`src/jtd_regs.svh`:
```
// Purpose: Register offsets, fields and reset values of the transport deframer
// Assumes: Byte-wide register port with 12-bit addresses
// Notes:   Definitions only
`ifndef JTD_REGS_SVH
`define JTD_REGS_SVH
`define JTD_OFF_SYNC_PWR     12'h203
`define JTD_OFF_LINK_CTRL    12'h300
`define JTD_OFF_CFG_CHECK    12'h030
`define JTD_OFF_DEV_ID       12'h450
`define JTD_OFF_BANK_ID      12'h451
`define JTD_OFF_LANE0_ID     12'h452
`define JTD_OFF_LANES_M1     12'h453
`define JTD_OFF_OCTETS_M1    12'h454
`define JTD_OFF_FRAMES_M1    12'h455
`define JTD_OFF_CONV_M1      12'h456
`define JTD_OFF_RES_M1       12'h457
`define JTD_OFF_BITS_M1      12'h458
`define JTD_OFF_VER_SAMP     12'h459
`define JTD_OFF_HIGH_DENS    12'h45a
`define JTD_OFF_DESKEW_MASK  12'h46c
`define JTD_OFF_OCTETS_PLAIN 12'h476
`define JTD_OFF_LANE_EN_MASK 12'h47d
`define JTD_BIT_SYNC1_PD     0
`define JTD_BIT_LINK_PAGE    2
`define JTD_BIT_LINK_MODE    3
`define JTD_BIT_HD           7
`define JTD_BIT_BAD_LMFS     3
`define JTD_BIT_BAD_K        2
`define JTD_RST_LANES_M1     8'h03
`define JTD_RST_OCTETS_M1    8'h00
`define JTD_RST_FRAMES_M1    8'h1f
`define JTD_RST_CONV_M1      8'h00
`define JTD_RST_RES_M1       8'h0f
`define JTD_RST_BITS_M1      8'h0f
`define JTD_RST_VER_SAMP     8'h21
`define JTD_RST_HIGH_DENS    8'h80
`define JTD_RST_OCTETS_PLAIN 8'h01
`define JTD_SAMPLE_BITS      16
`define JTD_LANES            8
`endif

```
`src/jtd_pkg.sv`:
```
// Purpose: Types shared by the transport deframer
// Assumes: Eight lanes of one octet per lane per clock
// Notes:   Offsets live in jtd_regs.svh
package jtd_pkg;
  typedef struct packed {
    logic [7:0] lanesM1;
    logic [7:0] octetsM1;
    logic [7:0] framesM1;
    logic [7:0] convM1;
    logic [7:0] resM1;
    logic [7:0] bitsM1;
    logic [7:0] verSamp;
    logic [7:0] highDens;
    logic [7:0] octetsPlain;
  } jtd_link_cfg_t;

  typedef struct packed {
    logic        valid;
    logic [63:0] octets;
  } jtd_lanes_t;

  typedef struct packed {
    logic        valid;
    logic [15:0] s0;
    logic [15:0] s1;
    logic [15:0] s2;
    logic [15:0] s3;
  } jtd_samples_t;

  typedef enum logic [1:0] {
    JTD_MODE_HD4  = 2'b00,
    JTD_MODE_HD2  = 2'b01,
    JTD_MODE_F2L1 = 2'b10,
    JTD_MODE_BAD  = 2'b11
  } jtd_mode_t;
endpackage : jtd_pkg

```
`src/jtd_deframer.sv`:
```
// Purpose: Transport layer of the receive link; unpacks lane octets into samples
// Assumes: Lane octets arrive descrambled and aligned on clk; byte-wide register port
// Notes:   Two link copies; samples out per link; single clock domain
// Behaviour
// - Unpack each incoming frame into samples using the programmed link parameters.
// - Octets per frame per lane may be 1, 2 or 4; the code decodes only 1 and 2, and F of 4 flags bad LMFS.
// - K must be 32 when F is 1, else 16 or 32.
// - Lanes per link 1, 2, 4, 8 single-link; 1, 2, 4 dual-link; the code decodes only 1, 2, 4, and L of 8 flags bad LMFS.
// - Converters 1 or 2 single-link, 1 dual-link; samples per frame 1 or 2; the code decodes one converter only, and M of 2 flags bad LMFS.
// - High density on when F is 1, off otherwise.
// - Samples are 16 bits, packed in 16 bits, no tail bits.
// - Modes 8, 9, 10 use one converter with fixed L, S, F, K, HD; the code accepts K of 16 or 32 when F is 2.
// - Modes 11 to 13 are programmed with one converter and half the lanes.
// - Modes 8 and 11 allow only unity interpolation.
// - Link parameters are held as value minus one at their offsets; the plain octet count is held as F itself.
// - Expected device, bank and lane-0 identifiers are stored for matching.
// - Three-bit version field matches the transmitter's version.
// - Dual-link select enables two links; dual only in modes 8 to 10.
// - Page bit set steers parameter writes to the second link copy.
// - Power-down bit disables the second link sync request output buffer.
// - Flags report unsupported L, M, F, S combinations and illegal K.
// - Lanes deskew only when masked in, capture only when enabled.
`timescale 1ns/100ps
`include "jtd_regs.svh"
module jtd_deframer (
  input  wire logic                  clk,
  input  wire logic                  resetn,
  input  wire logic                  regWrite,
  input  wire logic                  regRead,
  input  wire logic [11:0]           regAddr,
  input  wire logic [7:0]            regWdata,
  output logic      [7:0]            regRdata,
  input  wire jtd_pkg::jtd_lanes_t   laneIn,
  input  wire logic                  syncReqIn1,
  input  wire logic [1:0]            interpSel,
  output jtd_pkg::jtd_samples_t      samplesOut0,
  output jtd_pkg::jtd_samples_t      samplesOut1,
  output logic [7:0]                 deskewLanes,
  output logic                       secondLinkSyncRequest,
  output logic                       secondLinkSyncRequestOe,
  output logic                       interpUnity
);
  jtd_pkg::jtd_link_cfg_t cfg_reg [2];
  logic [7:0]             devId_reg;
  logic [7:0]             bankId_reg;
  logic [7:0]             lane0Id_reg;
  logic [7:0]             syncPwr_reg;
  logic [7:0]             linkCtrl_reg;
  logic [7:0]             deskew_reg;
  logic [7:0]             laneEn_reg;
  logic [7:0]             check_reg;
  logic [7:0]             check_next;
  logic [7:0]             rdata_next;
  logic                   syncMeta_reg;
  logic                   syncSafe_reg;
  logic                   dualLink;
  logic                   page;
  jtd_pkg::jtd_mode_t     mode0;
  jtd_pkg::jtd_mode_t     mode1;
  logic                   badLmfs;
  logic                   badK;

  assign dualLink = linkCtrl_reg[`JTD_BIT_LINK_MODE];
  assign page     = linkCtrl_reg[`JTD_BIT_LINK_PAGE];

  // Mode decode from one link copy; anything off the supported table is BAD
  function automatic jtd_pkg::jtd_mode_t decodeMode(input jtd_pkg::jtd_link_cfg_t c,
                                                    input logic dual);
    jtd_pkg::jtd_mode_t m;
    m = jtd_pkg::JTD_MODE_BAD;
    if (c.convM1 == 8'h00 && c.resM1[4:0] == 5'h0f && c.bitsM1[4:0] == 5'h0f &&
        c.resM1[7:6] == 2'b00 && c.highDens[4:0] == 5'h00) begin
      if (c.octetsM1 == 8'h00 && c.highDens[`JTD_BIT_HD] &&
          c.octetsPlain == 8'h01) begin
        if (c.lanesM1[4:0] == 5'h03 && c.verSamp[4:0] == 5'h01) begin
          m = jtd_pkg::JTD_MODE_HD4;
        end else if (c.lanesM1[4:0] == 5'h01 && c.verSamp[4:0] == 5'h00) begin
          m = jtd_pkg::JTD_MODE_HD2;
        end
      end else if (c.octetsM1 == 8'h01 && !c.highDens[`JTD_BIT_HD] &&
                   c.octetsPlain == 8'h02 && c.lanesM1[4:0] == 5'h00 &&
                   c.verSamp[4:0] == 5'h00) begin
        m = jtd_pkg::JTD_MODE_F2L1;
      end
    end
    if (dual && c.lanesM1[4:0] > 5'h03) begin
      m = jtd_pkg::JTD_MODE_BAD;
    end
    return m;
  endfunction : decodeMode

  // K legal: 32 always, 16 only when F is not 1
  function automatic logic kLegal(input jtd_pkg::jtd_link_cfg_t c);
    return (c.framesM1[4:0] == 5'h1f) ||
           (c.framesM1[4:0] == 5'h0f && c.octetsM1 != 8'h00);
  endfunction : kLegal

  assign mode0   = decodeMode(cfg_reg[0], dualLink);
  assign mode1   = decodeMode(cfg_reg[1], dualLink);
  assign badLmfs = (mode0 == jtd_pkg::JTD_MODE_BAD) ||
                   (dualLink && mode1 == jtd_pkg::JTD_MODE_BAD);
  assign badK    = !kLegal(cfg_reg[0]) || (dualLink && !kLegal(cfg_reg[1]));

  // Parameter copies: page bit picks which link a write lands in
  generate
    for (genvar g = 0; g < 2; g++) begin : gLink
      logic hit;
      assign hit = regWrite && (page == 1'(g));
      always_ff @(posedge clk) begin
        if (!resetn) begin
          cfg_reg[g].lanesM1     <= `JTD_RST_LANES_M1;
          cfg_reg[g].octetsM1    <= `JTD_RST_OCTETS_M1;
          cfg_reg[g].framesM1    <= `JTD_RST_FRAMES_M1;
          cfg_reg[g].convM1      <= `JTD_RST_CONV_M1;
          cfg_reg[g].resM1       <= `JTD_RST_RES_M1;
          cfg_reg[g].bitsM1      <= `JTD_RST_BITS_M1;
          cfg_reg[g].verSamp     <= `JTD_RST_VER_SAMP;
          cfg_reg[g].highDens    <= `JTD_RST_HIGH_DENS;
          cfg_reg[g].octetsPlain <= `JTD_RST_OCTETS_PLAIN;
        end else if (hit) begin
          case (regAddr)
            `JTD_OFF_LANES_M1:     cfg_reg[g].lanesM1     <= regWdata;
            `JTD_OFF_OCTETS_M1:    cfg_reg[g].octetsM1    <= regWdata;
            `JTD_OFF_FRAMES_M1:    cfg_reg[g].framesM1    <= regWdata;
            `JTD_OFF_CONV_M1:      cfg_reg[g].convM1      <= regWdata;
            `JTD_OFF_RES_M1:       cfg_reg[g].resM1       <= regWdata;
            `JTD_OFF_BITS_M1:      cfg_reg[g].bitsM1      <= regWdata;
            `JTD_OFF_VER_SAMP:     cfg_reg[g].verSamp     <= regWdata;
            `JTD_OFF_HIGH_DENS:    cfg_reg[g].highDens    <= regWdata;
            `JTD_OFF_OCTETS_PLAIN: cfg_reg[g].octetsPlain <= regWdata;
            default:               cfg_reg[g]             <= cfg_reg[g];
          endcase
        end
      end
    end
  endgenerate

  // Identity registers, held for matching against the transmitter
  always_ff @(posedge clk) begin
    if (!resetn) begin
      devId_reg   <= 8'h00;
      bankId_reg  <= 8'h00;
      lane0Id_reg <= 8'h00;
    end else if (regWrite) begin
      case (regAddr)
        `JTD_OFF_DEV_ID:   devId_reg   <= regWdata;
        `JTD_OFF_BANK_ID:  bankId_reg  <= {4'h0, regWdata[3:0]};
        `JTD_OFF_LANE0_ID: lane0Id_reg <= {3'h0, regWdata[4:0]};
        default:           devId_reg   <= devId_reg;
      endcase
    end
  end

  // Shared control registers
  always_ff @(posedge clk) begin
    if (!resetn) begin
      syncPwr_reg  <= 8'h00;
      linkCtrl_reg <= 8'h00;
      deskew_reg   <= 8'h00;
      laneEn_reg   <= 8'h00;
    end else if (regWrite) begin
      case (regAddr)
        `JTD_OFF_SYNC_PWR:     syncPwr_reg  <= {7'h00, regWdata[0]};
        `JTD_OFF_LINK_CTRL:    linkCtrl_reg <= {4'h0, regWdata[3:2], 2'b00};
        `JTD_OFF_DESKEW_MASK:  deskew_reg   <= regWdata;
        `JTD_OFF_LANE_EN_MASK: laneEn_reg   <= regWdata;
        default:               syncPwr_reg  <= syncPwr_reg;
      endcase
    end
  end

  // Check flags are live status, refreshed every cycle
  always_comb begin
    check_next = 8'h00;
    check_next[`JTD_BIT_BAD_LMFS] = badLmfs;
    check_next[`JTD_BIT_BAD_K]    = badK;
  end

  always_ff @(posedge clk) begin
    if (!resetn) begin
      check_reg <= 8'h00;
    end else begin
      check_reg <= check_next;
    end
  end

  // Reads return the copy selected by the page bit
  always_comb begin
    jtd_pkg::jtd_link_cfg_t c;
    c = cfg_reg[page];
    case (regAddr)
      `JTD_OFF_CFG_CHECK:    rdata_next = check_reg;
      `JTD_OFF_SYNC_PWR:     rdata_next = syncPwr_reg;
      `JTD_OFF_LINK_CTRL:    rdata_next = linkCtrl_reg;
      `JTD_OFF_DEV_ID:       rdata_next = devId_reg;
      `JTD_OFF_BANK_ID:      rdata_next = bankId_reg;
      `JTD_OFF_LANE0_ID:     rdata_next = lane0Id_reg;
      `JTD_OFF_LANES_M1:     rdata_next = c.lanesM1;
      `JTD_OFF_OCTETS_M1:    rdata_next = c.octetsM1;
      `JTD_OFF_FRAMES_M1:    rdata_next = c.framesM1;
      `JTD_OFF_CONV_M1:      rdata_next = c.convM1;
      `JTD_OFF_RES_M1:       rdata_next = c.resM1;
      `JTD_OFF_BITS_M1:      rdata_next = c.bitsM1;
      `JTD_OFF_VER_SAMP:     rdata_next = c.verSamp;
      `JTD_OFF_HIGH_DENS:    rdata_next = c.highDens;
      `JTD_OFF_OCTETS_PLAIN: rdata_next = c.octetsPlain;
      `JTD_OFF_DESKEW_MASK:  rdata_next = deskew_reg;
      `JTD_OFF_LANE_EN_MASK: rdata_next = laneEn_reg;
      default:               rdata_next = 8'h00;
    endcase
  end

  always_ff @(posedge clk) begin
    if (!resetn) begin
      regRdata <= 8'h00;
    end else if (regRead) begin
      regRdata <= rdata_next;
    end
  end

  // Sync request from the link layer is foreign timing; resync before use
  always_ff @(posedge clk) begin
    if (!resetn) begin
      syncMeta_reg <= 1'b0;
      syncSafe_reg <= 1'b0;
    end else begin
      syncMeta_reg <= syncReqIn1;
      syncSafe_reg <= syncMeta_reg;
    end
  end

  // Buffer powered down saves power when only one link is used
  always_ff @(posedge clk) begin
    if (!resetn) begin
      secondLinkSyncRequest   <= 1'b0;
      secondLinkSyncRequestOe <= 1'b0;
    end else begin
      secondLinkSyncRequest   <= syncSafe_reg & ~syncPwr_reg[`JTD_BIT_SYNC1_PD];
      secondLinkSyncRequestOe <= ~syncPwr_reg[`JTD_BIT_SYNC1_PD];
    end
  end

  // Modes 8 and 11 share one decode; interpolation forced to unity there
  always_ff @(posedge clk) begin
    if (!resetn) begin
      interpUnity <= 1'b0;
    end else begin
      interpUnity <= (mode0 == jtd_pkg::JTD_MODE_HD4) || (interpSel == 2'b00);
    end
  end

  always_ff @(posedge clk) begin
    if (!resetn) begin
      deskewLanes <= 8'h00;
    end else begin
      deskewLanes <= deskew_reg;
    end
  end

  // Lane gating: disabled lanes read as zero so stale data cannot leak out
  logic [63:0] gated;
  generate
    for (genvar l = 0; l < `JTD_LANES; l++) begin : gLane
      assign gated[8*l +: 8] = laneEn_reg[l] ? laneIn.octets[8*l +: 8] : 8'h00;
    end
  endgenerate

  // Unpack one link; base is the first lane of that link
  function automatic jtd_pkg::jtd_samples_t unpack(input jtd_pkg::jtd_mode_t m,
                                                  input logic [31:0] o,
                                                  input logic v);
    jtd_pkg::jtd_samples_t s;
    s = '0;
    case (m)
      jtd_pkg::JTD_MODE_HD4: begin
        s.valid = v;
        s.s0    = {o[7:0],   o[15:8]};
        s.s1    = {o[23:16], o[31:24]};
      end
      jtd_pkg::JTD_MODE_HD2: begin
        s.valid = v;
        s.s0    = {o[7:0], o[15:8]};
      end
      default: s.valid = 1'b0;
    endcase
    return s;
  endfunction : unpack

  // F=2 on one lane: octets of a sample arrive on consecutive clocks
  logic [7:0] hiOct_reg [2];
  logic [1:0] phase_reg;

  always_ff @(posedge clk) begin
    if (!resetn) begin
      phase_reg    <= 2'b00;
      hiOct_reg[0] <= 8'h00;
      hiOct_reg[1] <= 8'h00;
    end else if (laneIn.valid) begin
      phase_reg    <= ~phase_reg;
      hiOct_reg[0] <= gated[7:0];
      hiOct_reg[1] <= gated[39:32];
    end
  end

  // Next samples per link; an illegal K or a bad second copy silences a link
  jtd_pkg::jtd_samples_t samples0_next;
  jtd_pkg::jtd_samples_t samples1_next;
  logic                  f2Ready;
  logic                  link1F2;

  assign f2Ready = laneIn.valid && phase_reg[0] && !badK;
  assign link1F2 = dualLink && (mode1 == jtd_pkg::JTD_MODE_F2L1);

  always_comb begin
    samples0_next = '0;
    samples1_next = '0;
    if (mode0 == jtd_pkg::JTD_MODE_F2L1) begin
      samples0_next.valid = f2Ready;
      samples0_next.s0    = {hiOct_reg[0], gated[7:0]};
      if (link1F2) begin
        samples1_next.valid = f2Ready;
        samples1_next.s0    = {hiOct_reg[1], gated[39:32]};
      end
    end else begin
      samples0_next = unpack(mode0, gated[31:0], laneIn.valid && !badK);
      if (dualLink) begin
        samples1_next = unpack(mode1, gated[63:32], laneIn.valid && !badK);
      end
    end
  end

  always_ff @(posedge clk) begin
    if (!resetn) begin
      samplesOut0 <= '0;
      samplesOut1 <= '0;
    end else begin
      samplesOut0 <= samples0_next;
      samplesOut1 <= samples1_next;
    end
  end
endmodule : jtd_deframer

```
`config.mk`:
```
export PLATFORM = sky130hd
export DESIGN_NAME = jtd_deframer
export DESIGN_NICKNAME = d
export VERILOG_FILES = /design/src/jtd_pkg.sv /design/src/jtd_deframer.sv
export VERILOG_INCLUDE_DIRS = /design/src /design/src/src
export SDC_FILE = /design/constraint.sdc
export NUM_CORES = 1
export LEC_CHECK = 0
export ABC_AREA = 1
export BUFFER_PORTS_ARGS = -buffer_cell sky130_fd_sc_hd__buf_2
export CAP_MARGIN = 30
export CORE_ASPECT_RATIO = 0.5
export CORE_UTILIZATION = 35
export DETAILED_ROUTE_END_ITERATION = 6
export PLACE_DENSITY = 0.64
export SETUP_SLACK_MARGIN = 0.1
export SKIP_LAST_GASP = 1
export SYNTH_ARGS = -nofsm -noshare
export SYNTH_HDL_FRONTEND = slang
export SYNTH_SLANG_ARGS = --single-unit
```
`constraint.sdc`:
```
create_clock -name clk -period 5.4 [get_ports clk]
set_clock_uncertainty 0.05 [all_clocks]
set_input_delay 0.81 -clock clk [delete_from_list [all_inputs] [get_ports clk]]
set_output_delay 0.81 -clock clk [all_outputs]
set_load 0.05 [all_outputs]
```
**Yosys cells after proc, flatten, opt, wreduce, memory -nomap -nowiden**

Memory sizes are Yosys's and may differ from the RTL's. A register that Yosys moved wholly into a read port is not among the register bits.
Index checks and enable logic that the tools add are counted.

- Bits in registers: 197
- Bits in writable memories: 160
- Bits of input ports: 92
- Output and inout bits: 149
- Logic and storage cells: 346
- Memories: 2

Memory list:

| name | words | width | read ports | clocked after memory_dff | write ports | RTL line | text |
|---|---|---|---|---|---|---|---|
| cfg_reg | 2 | 72 | 3 | 1 | 2 | jtd_deframer.sv:43 | `jtd_pkg::jtd_link_cfg_t cfg_reg [2];` |
| hiOct_reg | 2 | 8 | 2 | 0 | 2 | jtd_deframer.sv:290 | `logic [7:0] hiOct_reg [2];` |

- $lt $le $gt $ge: 2
- Equality and inequality tests: 43
- Muxes and demuxes: 142
- Bitwise logic cells: 50
- Reductions and logical operators: 78

Operators by type and width:

| kind | count |
|---|---|
| 2-to-1 mux 8 bit | 44 |
| equality test 12 x 11 -> 1 bit (second input constant) | 14 |
| one-hot mux 8 bit (17 select lines) | 1 |
| 2-to-1 mux 1 bit | 80 |
| 2-to-1 mux 65 bit | 1 |
| 2-to-1 mux 17 bit | 3 |
| 2-to-1 mux 16 bit | 3 |
| bitwise OR 1 bit | 38 |
| logical AND 1 bit | 36 |
| equality test 8 x 1 -> 1 bit (second input constant) | 4 |
| logical NOT 8 bit | 4 |
| equality test 5 x 4 -> 1 bit (second input constant) | 6 |
| logical NOT 5 bit | 6 |
| equality test 12 x 10 -> 1 bit (second input constant) | 2 |
| equality test 5 x 1 -> 1 bit (second input constant) | 4 |
| 2-to-1 mux 2 bit | 10 |
| equality test 8 x 2 -> 1 bit (second input constant) | 2 |
| nonzero test 8 bit | 2 |
| AND reduction 2 bit | 7 |
| equality test 12 x 6 -> 1 bit (second input constant) | 1 |
| equality test 5 x 2 -> 1 bit (second input constant) | 2 |
| equality test 5 bit (second input constant) | 2 |
| greater-than comparator 5 x 2 -> 1 bit (second input constant) | 2 |
| logical NOT 2 bit | 5 |
| other kinds (11) | 36 |

**Longest topological paths before layout**

An unclocked memory read counts as a cell.

- Word-level depth: 15
- Mapped depth: 14
- Depth with buffers taken out: 13

**Worst setup path after synthesis**

OpenSTA, ideal clock, no wires.

- Path type: input to register
- From: in regAddr[7]
- To: mem cfg_reg[0][64] in the netlist's numbering (enable)
- Arrival time: 2150 ps
- Slack: 2816 ps
- Stages on the path: 7
- Path buffers: 0
- Path through: inv_2 > nand2_1 > nor2_4 > nand2_4 > nor2_4 > inv_1 > o21ai_0

RTL lines:

| what | RTL line | text |
|---|---|---|
| start, declared | jtd_deframer.sv:30 | `input wire logic [11:0] regAddr,` |
| end, declared | jtd_deframer.sv:43 |  |

==> metrics <==
status finished clean; power per cell area 290 nW/um^2; site row count 51; via count 11800; leading area contributor after synthesis edfxtp_1; per-cell routed wire length 17.6 um; Worst-Skew Late Latency 0.57 ns; TNS Setup 0 ns; CP endpoint cfg_reg[1][69]; CP Launch Type primary input; worst vdd ir 0.000230 V; Final Non-Filler Cells 2427; vias in the first global route 10500; initial antenna violation count 0; Die Area 40900 sq um; Via density 4.87; FF-to-FF path depth 10; CP Cell Sequence buf_2 -> clkinv_1 -> nand2_1 -> nor2_4 -> nand2_4 -> nor2_4 -> inv_1 -> o21ai_0 -> clkbuf_2; NetSw 1160 uW; Leakage 0.00713 uW; CTS H-tree lvls 1; max reg flops 144; flop and latch count out of synthesis 287; final setup fails 0; GRT Residual Overflow 0; Post-CTS Resized 0; Final Wtd Congestion 0.983; WP data arrival 3.22 ns; total internal power 3530 uW; GR Util All Layers 20.3%; Yosys cell types 46; # clock sinks 287; detailed placement HPWL 31100 um; Crit path max-delay family simple AND/OR/NAND/NOR gates; Longest Clk Path Bufs 3; first-pass GRT wire length 63300 um; Diodes inserted 0; Setup CP Type primary input to flop; R2R setup slack 2.47 ns; Seq/Total Area, Yosys 52.4%; # DRC 0; CTS Buf Count 29; synthesis-to-finish area growth 15.3%; # Max-Cap Violations 0; commonest cells after routing, fill and taps aside nand2_1 (391), nor2_1 (292), buf_2 (191); Seq pwr share 50.1%; Synth top area share 34.3%; Die Height 144 um; DRT Wirelength 42700 um; worst r2r dst samplesOut1[48]; worst stage delay on the critical path 0.66 ns; WP depth 9; Post-CTS Setup Bufs 0; Syn Std Cell Area 14000 sq um; largest net degree at the start of global routing 86; Final Cell Area 16200 sq um; root buffer cell clkbuf_16; Post-DP Area 15200 sq um; IO Port Bufs 176; Ys Warns 0; Switching Fraction 24.7%; Fin. Hold Viols 0; # nets final 1966; met2 wire len 19100 um; reg-to-reg startpoint linkCtrl_reg[3]; Rel. slew slack 34.0%; die width 285 um; most common cell after layout, fill and taps aside nand2_1; CTS tree done; Crit-path slowest cell nor2_4; hold_buf cts 0; final period demand of the worst path 3.01 ns; final worst-path cycle share 55.7%; total core area 39200 sq um; clock-pin transition on the worst setup and hold timing paths 0.06 ns; initial core utilization 35.8%; Max Transition Viols Final 0; Gate Count Post-Synth 1707; placed cells 2365; drt pass-1 iters 5; Worst Path Buf+Inv 4; met1 wire length 18800 um; crit path capture type flop; DR iter-0 viols 1388; combinational power share 7.0%; Top Layer Used met4; fmax 0.333 GHz; worst setup path startpoint regAddr[11]; RSZ-0062 raised after global routing false; Hold/Removal Path Class flop to flop; # IOs 241; met3 wire len 3770 um; clock share of power 42.9%; Avg Cell Area, Syn 8.22 sq um; Fillers 3992; layout cells sized above 1 18.6%; most frequent CP cell nor2_4; critical path required time 5.62 ns; Synth area leaders edfxtp_1 (34%), dfxtp_1 (18%), nand2_1 (10%), nor2_1 (7.8%), inv_1 (4.7%); Worst Path Max Fanout 34; Routed Antenna Nets 0; Slew @ Worst Pin 0.989 ns
==> Yosys cell counts, drive strengths merged <==
| master | n |
|---|---|
| a211oi | 12 |
| a21boi | 1 |
| a21oi | 73 |
| and2 | 1 |
| buf | 100 |
| clkbuf | 34 |
| clkinv | 1 |
| conb | 1 |
| dfxtp | 127 |
| edfxtp | 160 |
| inv | 195 |
| mux2i | 12 |
| nand2 | 407 |
| nand3 | 95 |
| nand3b | 5 |
| nand4 | 41 |
| nor2 | 320 |
| nor3 | 26 |
| nor3b | 1 |
| nor4 | 2 |
| o211ai | 1 |
| o21a | 1 |
| o21ai | 80 |
| o22ai | 8 |
| or2 | 3 |
==> cells by family after synthesis <==
kind of cell	synth area share, %
AND/OR/NAND/NOR	28.6
AO/OA/AOI/OAI	6.97
buffers and inverters	11.2
other	0.0267
multiplexers	0.857
flip-flops	52.4
==> layer usage <==
metal,GRT usage (%),vias up
met1,28.8,5551
met3,3.37,69
met4,4.67,0
li1,-,5703
met5,0,-
met2,32.3,496
==> layout make-up <==
| type | count | area, sq um | area share [%] |
|---|---|---|---|
| Clock buffer | 40 | 838 | 5.18 |
| Clock inverter | 14 | 108 | 0.665 |
| Inverter | 196 | 736 | 4.55 |
| Multi-Input combinational cell | 1153 | 5340 | 33.0 |
| Sequential cell | 287 | 7350 | 45.4 |
| Tap cell | 530 | 663 | 4.10 |
| Timing Repair Buffer | 207 | 1130 | 7.01 |
==> per-stage QoR <==
stage | utilization, % | setup slack [ns] | total power, uW | hold WS (ns)
finish | 41.3 | 2.39 | 4690 | 0.366
global route | 41.3 | 2.24 | 4830 | 0.364
CTS | 41.2 | 2.28 | 4700 | 0.368
detailed placement | 38.7 | 1.69 | 2720 | 0.353
global placement | 38.4 | 1.76 | 2710 | 0.342
floorplan | - | 2.82 | 2640 | 0.340
==> worst reg2reg max path: stages (launching register included) <==
cell     delay (ns)
dfxtp_1        0.97
inv_1          0.41
nor2_1         0.29
nor2_1         0.07
nand3_1        0.22
inv_1          0.07
nand2_1        0.08
nand2_1        0.09
nor2_4         0.33
nand2_1        0.09
a21oi_1        0.18
==> worst min-delay path by stage <==
stage | slack [ns] | cells after the start | startpoint | end
2_1_floorplan | 0.34 | 2 | syncMeta_reg | syncSafe_reg
3_3_place_gp | 0.34 | 2 | syncMeta_reg | syncSafe_reg
3_5_place_dp | 0.35 | 2 | syncMeta_reg | syncSafe_reg
4_1_cts | 0.37 | 2 | syncMeta_reg | syncSafe_reg
5_1_grt | 0.36 | 3 | syncReqIn1 | syncMeta_reg
6_report | 0.37 | 2 | syncMeta_reg | syncSafe_reg
==> power groups by stage <==
stage	logic [uW]	registers (uW)	clock network [uW]
final	327	2350	2010
after global routing	347	2350	2120
after floorplan	245	2400	0
after global placement	307	2400	0
after detailed placement	320	2400	0
after CTS	321	2350	2030
Note: power is estimated with default switching activity, not from simulation.
